===== src/pfos_pkg.sv =====
// pfos_pkg: constants and types for the primary fault output sequencer
// assumes a 10 MHz core clock; intervals are built from a 1 ms tick
// Overview of operation
// RULE_01: no fault: fault pin released, pull-up high
// RULE_02: fault: fault pin actively pulled low
// RULE_03: undervoltage: 40 ms low, then 40 ms high
// RULE_04: cleared during sequence: stay released afterwards
// RULE_05: still present after sequence: hold low
// RULE_06: after persisting fault clears, wait 80 ms
// RULE_07: controller supplies pull-up, 5 to 15 V
// RULE_08: controller may leave fault line unconnected
// RULE_09: no half-bridge mode, channels fully independent
// RULE_10: undervoltage forces both channels off
// RULE_11: intervals from ms tick, restarted per state
package pfos_pkg;
    localparam int CLK_HZ = 10000000;
    localparam int TICK_MS_NS = 1000000;
    localparam int CLK_PERIOD_NS = 1000000000 / CLK_HZ;
    localparam int CYC_PER_MS = TICK_MS_NS / CLK_PERIOD_NS;
    localparam int REPORT_MS = 40;
    localparam int GAP_MS = 40;
    localparam int BLOCK_MS = 80;
    localparam int MS_CNT_W = 8;

    typedef enum logic [2:0] {
        PFOS_IDLE,
        PFOS_REPORT,
        PFOS_GAP,
        PFOS_HOLD,
        PFOS_BLOCK
    } pfos_state_t;
endpackage : pfos_pkg


===== src/pfos_ms_tick.sv =====
// pfos_ms_tick: restartable prescaler giving a one-cycle pulse every millisecond
// assumes clk at the package clock rate and synchronous active-high rst
`timescale 1ns/1ps
`default_nettype none
module pfos_ms_tick
    import pfos_pkg::*;
#(
    parameter int DIV = CYC_PER_MS
)
(
    // clock and reset
    input wire logic clk,
    input wire logic rst,
    // timebase
    input wire logic restart,
    output logic tick
);
    typedef struct packed {
        logic [15:0] cnt;
        logic tick;
    } pfos_tick_t;

    pfos_tick_t st_ff;
    pfos_tick_t nxt_st;

    always_comb
    begin
        nxt_st = st_ff;
        nxt_st.tick = 1'b0;
        if (restart)
        begin
            nxt_st.cnt = 16'h0000; // [RULE_11]
        end
        else if (st_ff.cnt == 16'(DIV - 1))
        begin
            nxt_st.cnt = 16'h0000;
            nxt_st.tick = 1'b1;
        end
        else
        begin
            nxt_st.cnt = st_ff.cnt + 16'h0001;
        end
    end

    always_ff @(posedge clk)
    begin
        if (rst)
        begin
            st_ff <= '0;
        end
        else
        begin
            st_ff <= nxt_st;
        end
    end

    assign tick = st_ff.tick;
endmodule : pfos_ms_tick
`default_nettype wire


===== src/pfos_seq.sv =====
// pfos_seq: open-drain fault output sequencer and channel gating
// assumes uv_fault already filtered and synchronous to clk
// the fault pin is open-drain: only a low is ever driven
`timescale 1ns/1ps
`default_nettype none
module pfos_seq
    import pfos_pkg::*;
#(
    parameter int REPORT_TICKS = REPORT_MS,
    parameter int GAP_TICKS = GAP_MS,
    parameter int BLOCK_TICKS = BLOCK_MS,
    parameter int DIV = CYC_PER_MS
)
(
    // clock and reset
    input wire logic clk,
    input wire logic rst,
    // primary supply monitor
    input wire logic uv_fault,
    // optical drive inputs
    input wire logic opt_in_a,
    input wire logic opt_in_b,
    // channel commands
    output logic gate_on_a,
    output logic gate_on_b,
    // open-drain fault pin
    input wire logic fault_i,
    output logic fault_o,
    output logic fault_oe_n
);
    typedef struct packed {
        pfos_state_t state;
        logic [MS_CNT_W-1:0] ms;
        logic oe_n;
        logic gate_a;
        logic gate_b;
    } pfos_seq_st_t;

    pfos_seq_st_t st_ff;
    pfos_seq_st_t nxt_st;
    logic tick;
    logic restart;

    // timer restarts whenever the state changes
    assign restart = (nxt_st.state != st_ff.state); // [RULE_11]

    pfos_ms_tick #(
        .DIV(DIV)
    ) u_tick (
        .clk(clk),
        .rst(rst),
        .restart(restart),
        .tick(tick)
    );

    always_comb
    begin
        nxt_st = st_ff;
        if (tick)
        begin
            nxt_st.ms = st_ff.ms + 8'h01;
        end
        case (st_ff.state)
            PFOS_IDLE:
            begin
                if (uv_fault)
                begin
                    nxt_st.state = PFOS_REPORT; // [RULE_03]
                end
            end
            PFOS_REPORT:
            begin
                if (tick && st_ff.ms == 8'(REPORT_TICKS - 1))
                begin
                    nxt_st.state = PFOS_GAP; // [RULE_03]
                end
            end
            PFOS_GAP:
            begin
                if (tick && st_ff.ms == 8'(GAP_TICKS - 1))
                begin
                    // [RULE_04] [RULE_05]
                    nxt_st.state = uv_fault ? PFOS_HOLD : PFOS_IDLE;
                end
            end
            PFOS_HOLD:
            begin
                if (!uv_fault)
                begin
                    nxt_st.state = PFOS_BLOCK; // [RULE_06]
                end
            end
            PFOS_BLOCK:
            begin
                // a new undervoltage during blocking keeps the line low and restarts the wait
                if (uv_fault)
                begin
                    nxt_st.state = PFOS_HOLD;
                end
                else if (tick && st_ff.ms == 8'(BLOCK_TICKS - 1))
                begin
                    nxt_st.state = PFOS_IDLE; // [RULE_06]
                end
            end
            default:
            begin
                nxt_st.state = PFOS_IDLE;
            end
        endcase
        if (nxt_st.state != st_ff.state)
        begin
            nxt_st.ms = '0; // [RULE_11]
        end
        // low driven in report, hold and block; released otherwise
        nxt_st.oe_n = !(nxt_st.state == PFOS_REPORT || nxt_st.state == PFOS_HOLD
            || nxt_st.state == PFOS_BLOCK); // [RULE_01] [RULE_02]
        // each channel follows its own input; no interlock
        nxt_st.gate_a = opt_in_a && !uv_fault; // [RULE_09] [RULE_10]
        nxt_st.gate_b = opt_in_b && !uv_fault; // [RULE_09] [RULE_10]
    end

    always_ff @(posedge clk)
    begin
        if (rst)
        begin
            st_ff <= '{state: PFOS_IDLE, ms: 8'h00, oe_n: 1'b1, gate_a: 1'b0, gate_b: 1'b0};
        end
        else
        begin
            st_ff <= nxt_st;
        end
    end

    // fault_i is not needed: an unconnected line does not alter the sequence
    assign fault_o = 1'b0;
    assign fault_oe_n = st_ff.oe_n;
    assign gate_on_a = st_ff.gate_a;
    assign gate_on_b = st_ff.gate_b;
endmodule : pfos_seq
`default_nettype wire


===== config.mk =====
export PLATFORM = sky130hd
export DESIGN_NAME = pfos_seq
export DESIGN_NICKNAME = d
export VERILOG_FILES = /design/src/pfos_pkg.sv /design/src/pfos_ms_tick.sv /design/src/pfos_seq.sv
export SDC_FILE = /design/constraint.sdc
export NUM_CORES = 1
export LEC_CHECK = 0
export BUFFER_PORTS_ARGS = -buffer_cell sky130_fd_sc_hd__buf_4
export CORE_MARGIN = 2
export CORE_UTILIZATION = 55
export CTS_BUF_LIST = sky130_fd_sc_hd__clkbuf_8 sky130_fd_sc_hd__clkbuf_16
export CTS_CLUSTER_DIAMETER = 150
export DETAILED_ROUTE_END_ITERATION = 12
export PLACE_DENSITY = 0.74
export SYNTH_ARGS = -nofsm -noshare
export SYNTH_HDL_FRONTEND = slang
export SYNTH_SLANG_ARGS = --single-unit

===== constraint.sdc =====
create_clock -name clk -period 2.3 [get_ports clk]
set_clock_uncertainty 0.05 [all_clocks]
set_input_delay 0.345 -clock clk [delete_from_list [all_inputs] [get_ports clk]]
set_output_delay 0.345 -clock clk [all_outputs]
set_load 0.02 [all_outputs]

After elaboration in Yosys (flattened, before gate mapping)
Index checks and enable logic that the tools add are counted.
{"block": "classes", "add_sub_neg": 2, "n_eq_ne": 11, "muxes": 9, "n_reduce_logical": 11}
{"operator": "3-bit two-way mux", "n": 6}
{"operator": "16-bit by 1-bit adder with 16-bit output (second input constant)", "n": 1}
{"operator": "16-bit by 14-bit == test with 1-bit output (second input constant)", "n": 1}
{"operator": "3-bit case mux with 5 select lines", "n": 1}
{"operator": "3-bit by 2-bit == test with 1-bit output (second input constant)", "n": 3}
{"operator": "8-bit by 1-bit adder with 8-bit output (second input constant)", "n": 1}
{"operator": "8-bit by 6-bit == test with 1-bit output (second input constant)", "n": 1}
{"operator": "8-bit by 7-bit == test with 1-bit output (second input constant)", "n": 1}
{"operator": "3-bit by 1-bit == test with 1-bit output (second input constant)", "n": 2}
{"operator": "3-bit == test (second input constant)", "n": 2}
{"operator": "1-bit logical AND", "n": 4}
{"operator": "3-bit zero test", "n": 1}
{"operator": "3-bit != test", "n": 1}
{"operator": "3-bit OR reduction", "n": 1}
{"operator": "1-bit zero test", "n": 2}
{"operator": "1-bit logical OR", "n": 2}
{"operator": "2-bit two-way mux", "n": 1}
{"operator": "2-bit OR reduction", "n": 1}
{"operator": "1-bit two-way mux", "n": 1}
{"block": "word_totals", "ff_bits": 31, "inputBits": 6, "output_inout_bits": 4, "elab_cells": 40}

Logic depth before layout (Yosys ltp)
{"block": "depth", "depth_word": 9, "ltp_mapped": 7, "ltp_nobuf": 6}

Cells and area by module
A second synthesis with hierarchy kept.
{"block": "unflattened", "hier_cells": 155, "hier_area_um2": 1426.4}
{"mod": "pfos_ms_tick", "instances": 1, "cells_per_inst": 78, "area_per_inst_um2": 721.9, "seq_area_each_um2": 340.3}
{"mod": "pfos_seq", "instances": 1, "cells_per_inst": 77, "area_per_inst_um2": 704.4, "seq_area_each_um2": 280.3}

Worst setup path before layout
OpenSTA, ideal clock, no wires.
{"block": "synth_path", "path_type": "register to register", "from": "register st_ff[3] in the netlist's numbering", "to": "register st_ff[10] in the netlist's numbering", "setup_time_ns": 0.115, "arrival_time_ns": 1.616, "required_ns": 2.135, "setup_slack_ns": 0.519, "path_stages_with_launch": 8, "n_path_buf": 1, "synth_period_minus_slack_ns": 1.781, "path_cell_list": "dfxtp_1 > ha_1 > and4bb_2 > and4_4 > o2bb2ai_1 > o21ai_2 > buf_6 > nor2_1"}
{"block": "synth_between", "elab_chain_len": 7, "word_cells_on_any_way": 12, "cone_classes": "1 x add/sub; 3 x eq/ne; 5 x mux; 3 x reduce/logical"}
{"item": "start: declaration", "line_no": "pfos_seq.sv:39", "text": "pfos_seq_st_t st_ff;"}
{"item": "start signal: assignment", "line_no": "pfos_seq.sv:126", "text": "st_ff <= '{state: PFOS_IDLE, ms: 8'h00, oe_n: 1'b1, gate_a: 1'b0, gate_b: 1'b0};"}
{"item": "start signal: assignment", "line_no": "pfos_seq.sv:130", "text": "st_ff <= nxt_st;"}
{"item": "8-bit by 7-bit == test with 1-bit output", "line_no": "pfos_seq.sv:100", "text": "else if (tick && st_ff.ms == 8'(BLOCK_TICKS - 1))"}
{"item": "1-bit logical AND", "line_no": "pfos_seq.sv:100"}
{"item": "3-bit two-way mux", "line_no": "pfos_seq.sv:100"}
{"item": "3-bit two-way mux", "line_no": "pfos_seq.sv:96", "text": "if (uv_fault)"}
{"item": "3-bit case mux with 5 select lines", "line_no": "pfos_seq.sv:63", "text": "case (st_ff.state)"}
{"item": "3-bit != test", "line_no": "pfos_seq.sv:110", "text": "if (nxt_st.state != st_ff.state)"}
{"item": "2-bit OR reduction (no source line)"}
Parallel ways exist; a longest one is shown, timed or not.
A chain may end at the register's enable or synchronous reset.

Worst setup path in the final report
{"block": "layout_path", "from": "register st_ff[3] in the netlist's numbering", "to": "register u_tick.st_ff[13] in the netlist's numbering"}
{"block": "layout_between", "elab_chain_len": 7, "word_cells_on_any_way": 11, "cone_classes": "3 x eq/ne; 5 x mux; 3 x reduce/logical"}
{"item": "8-bit by 7-bit == test with 1-bit output", "line_no": "pfos_seq.sv:100"}
{"item": "1-bit logical AND", "line_no": "pfos_seq.sv:100"}
{"item": "3-bit two-way mux", "line_no": "pfos_seq.sv:100"}
{"item": "3-bit two-way mux", "line_no": "pfos_seq.sv:96"}
{"item": "3-bit case mux with 5 select lines *", "line_no": "pfos_seq.sv:63"}
{"item": "3-bit != test *", "line_no": "pfos_seq.sv:45", "text": "assign restart = (nxt_st.state != st_ff.state);"}
{"item": "3-bit OR reduction (no source line) *"}
{"item": "end signal: assignment", "line_no": "pfos_ms_tick.sv:53", "text": "st_ff <= nxt_st;"}
{"item": "end: declaration", "line_no": "pfos_ms_tick.sv:23", "text": "pfos_tick_t st_ff;"}
Mark *: on every way between the ends. The rest lies on a longest branch, timed or not.

==> results.sh <==
export IMPL_status="finished clean"
export IMPL_clock_root_buffer="clkbuf_8"
export IMPL_top_layer="met4"
export IMPL_place_gp_congestion=0.878
export IMPL_wl_met3_um=134
export IMPL_avgSynthCellArea_um2=8.71
export IMPL_synth_area_top_cells="dfxtp_1, nor2_1, xor2_1"
export IMPL_leakagePower_nw=0.586
export IMPL_worst_slew_pin_transition_ns=0.503
export IMPL_dr_pass1_iters=4
export IMPL_floorplan_initialDensity=0.587
export IMPL_syn_area_um2=1480
export IMPL_synth_edf_count=0
export IMPL_peakVddDrop_uv=740
export IMPL_vias_per_cell=5.78
export IMPL_synth_commonest_cells="dfxtp_1, nor2_1, nand2_1"
export IMPL_slew_violations=0
export IMPL_synth_cells=170
export IMPL_die_area_um2=3120
export IMPL_rsz0062_at_grt="no"
export IMPL_worst_hold_slack_ns=0.237
export IMPL_critPathSlowestCell="o21ai_4"
export IMPL_tns_ns=0
export IMPL_cts_setup_buffers=0
export IMPL_n_antenna_cell=0
export IMPL_drt_wl_total_um=2650
export IMPL_slew_headroom=0.664
export IMPL_synth_largest_area_cell="dfxtp_1"
export IMPL_synth_warnings=0
export IMPL_drive_above_1_share=0.124
export IMPL_path_max_fanout=19
export IMPL_worstSetupPathType="flop to flop"
export IMPL_powerDensity_nw_per_um2=644
export IMPL_post_route_cell_area_um2=1640
export IMPL_numCtsBuffers=5
export IMPL_grt_use_total=0.190
export IMPL_grt_max_degree=20
export IMPL_io_pins=10
export IMPL_portBuffers=7
export IMPL_wl_met1_um=1360
export IMPL_syn_nets=178
export IMPL_insertion_delay_ns=0.28
export IMPL_grt_overflow_total=0
export IMPL_clkSlewWorstSetupHoldPaths_ns=0.06
export IMPL_final_util=0.649
export IMPL_rows=18
export IMPL_worstSetupStartpointType="flop"
export IMPL_clock_sinks=31
export IMPL_design_core_area_um2=2520
export IMPL_dr_wl_met2_um=1120
export IMPL_dp_hpwl_um=1830
export IMPL_post_synth_top_area_fraction=0.419
export IMPL_ys_seq_area_frac=0.419
export IMPL_drt_wirelength_per_cell_um=12.8
export IMPL_ant_nets=0
export IMPL_grt_first_pass_wirelength_um=4680
export IMPL_die_h_um=55.9
export IMPL_syn2layout_area_growth_pct=10.5
export IMPL_synthDistinctLibCells=42
export IMPL_dpl_cell_area_um2=1540
export IMPL_drt_iter0_drc=44
export IMPL_cts_tree="built"
export IMPL_post_route_min_period_ns=2.02
export IMPL_maxCapViolations=0
export IMPL_max_clock_path_buffers=2
export IMPL_fin_crit_sh=0.877
export IMPL_die_w_um=55.9
export IMPL_timing_fmax_ghz=0.496
export IMPL_slowest_delay_ns=0.46
export IMPL_grt_pass1_vias=1097
export IMPL_end_kind="flop"
export IMPL_synth_ff_type="dfxtp_1"
export IMPL_cp_required_ns=2.40
export IMPL_final_setup_viol_count=0
export IMPL_async_flop_share=0
export IMPL_antenna_found_initial=0
export IMPL_ctsHtreeMaxLevel=2
export IMPL_cp_arrival_ns=2.12
export IMPL_yosysMostFrequentCell="dfxtp_1"
export IMPL_drc=0
export IMPL_synth_seq_cells=31
export IMPL_hold_path_class="input port to flop"
export IMPL_final_nets=186
export IMPL_hold_viol_final=0
export IMPL_worstPathCellList="ha_1 > and4_1 > nand4b_1 > o2bb2ai_1 > o21ai_4 > nor2_1"
export IMPL_num_vias=1202
==> cell usage in the layout, fill, tap and decap left out, types with 2 or more instances in the layout <==
| cell type | synthesis | final |
|---|---|---|
| inv_1 | 2 | 2 |
| xor2_1 | 11 | 11 |
| nor2_1 | 28 | 28 |
| nand3_1 | 8 | 8 |
| dfxtp_1 | 31 | 31 |
| and4_1 | 4 | 4 |
| nand2_1 | 13 | 13 |
| a211oi_1 | 2 | 2 |
| and3_1 | 2 | 2 |
| clkbuf_8 | 0 | 6 |
| nor2b_1 | 3 | 3 |
| nor4_1 | 2 | 2 |
| ha_1 | 2 | 2 |
| nor3_1 | 11 | 11 |
| buf_4 | 1 | 9 |
| a21oi_1 | 3 | 3 |
| a41o_1 | 2 | 2 |
| xnor2_1 | 9 | 9 |
| nor3b_1 | 2 | 2 |
| nand4_1 | 7 | 7 |
==> logic make-up (layout without fill, tap and decap cells) <==
kind of cell / Yosys count / after routing / synth area share
AND/OR/NAND/NOR: 88 / 88 / 0.310
flip-flops: 31 / 31 / 0.419
XOR/XNOR: 20 / 20 / 0.118
AO/OA/AOI/OAI: 17 / 17 / 0.0912
buffers and inverters: 10 / 18 / 0.0355
adder cells (fa/ha/maj): 2 / 2 / 0.0169
other: 1 / 1 / 0.00253
multiplexers: 1 / 1 / 0.00676
==> sequential cells by signal, summed over array words and instances (netlist names) <==
signal        cells
u_tick.tick       1
gate_on_a         1
u_tick.st_ff     16
st_ff            11
fault_oe_n        1
gate_on_b         1
==> through the flow <==
stage	cells	total power [mW]	setup WS [ns]
finish	208	1.05	0.283
global route	208	1.10	0.149
CTS	208	1.07	0.110
detailed placement	201	0.635	0.132
global placement	201	0.632	0.135
floorplan	170	0.619	0.519
==> timing repair <==
item	CTS	global route
hold buffers	0	0
endpoints found under the setup margin	0	19
gates resized for setup	0	1
==> layer usage <==
layer,GRT usage,vias up
met5,0,-
met4,0.0816,0
met3,0.0651,5
met2,0.272,27
met1,0.259,557
li1,-,613
==> report_power, final <==
| part | internal, mW | switching (mW) |
|---|---|---|
| Clock | 0.234 | 0.193 |
| Combinational | 0.0279 | 0.0430 |
| Sequential | 0.547 | 0.00864 |
| Total | 0.809 | 0.245 |
==> worst max-delay path: cells and delay by family (launching register included) <==
kind	cells	cell delay (ns)
AO/OA/AOI/OAI	2	0.69
AND/OR/NAND/NOR	3	0.56
flip-flops	1	0.37
adder cells (fa/ha/maj)	1	0.20
==> worst paths after layout <==
kind / from / endpoint / slack, ns / cells after the start
hold reg to reg: u_tick.st_ff[1] / u_tick.st_ff[1] / 0.44 / 1
setup / recovery: st_ff[3] / u_tick.st_ff[13] / 0.28 / 6
setup reg to reg: st_ff[3] / u_tick.st_ff[13] / 0.28 / 6
hold / removal: rst / st_ff[12] / 0.24 / 2
==> cell type report <==
cell class	instances	area (µm²)
sequential	31	621
tap	30	37.5
multi-input combinational	129	816
timing repair buffer	9	67.6
clock buffer	6	82.6
clock inverter	1	5.00
inverter	2	7.51
fill	212	886
(Power assumes the default switching activity.)
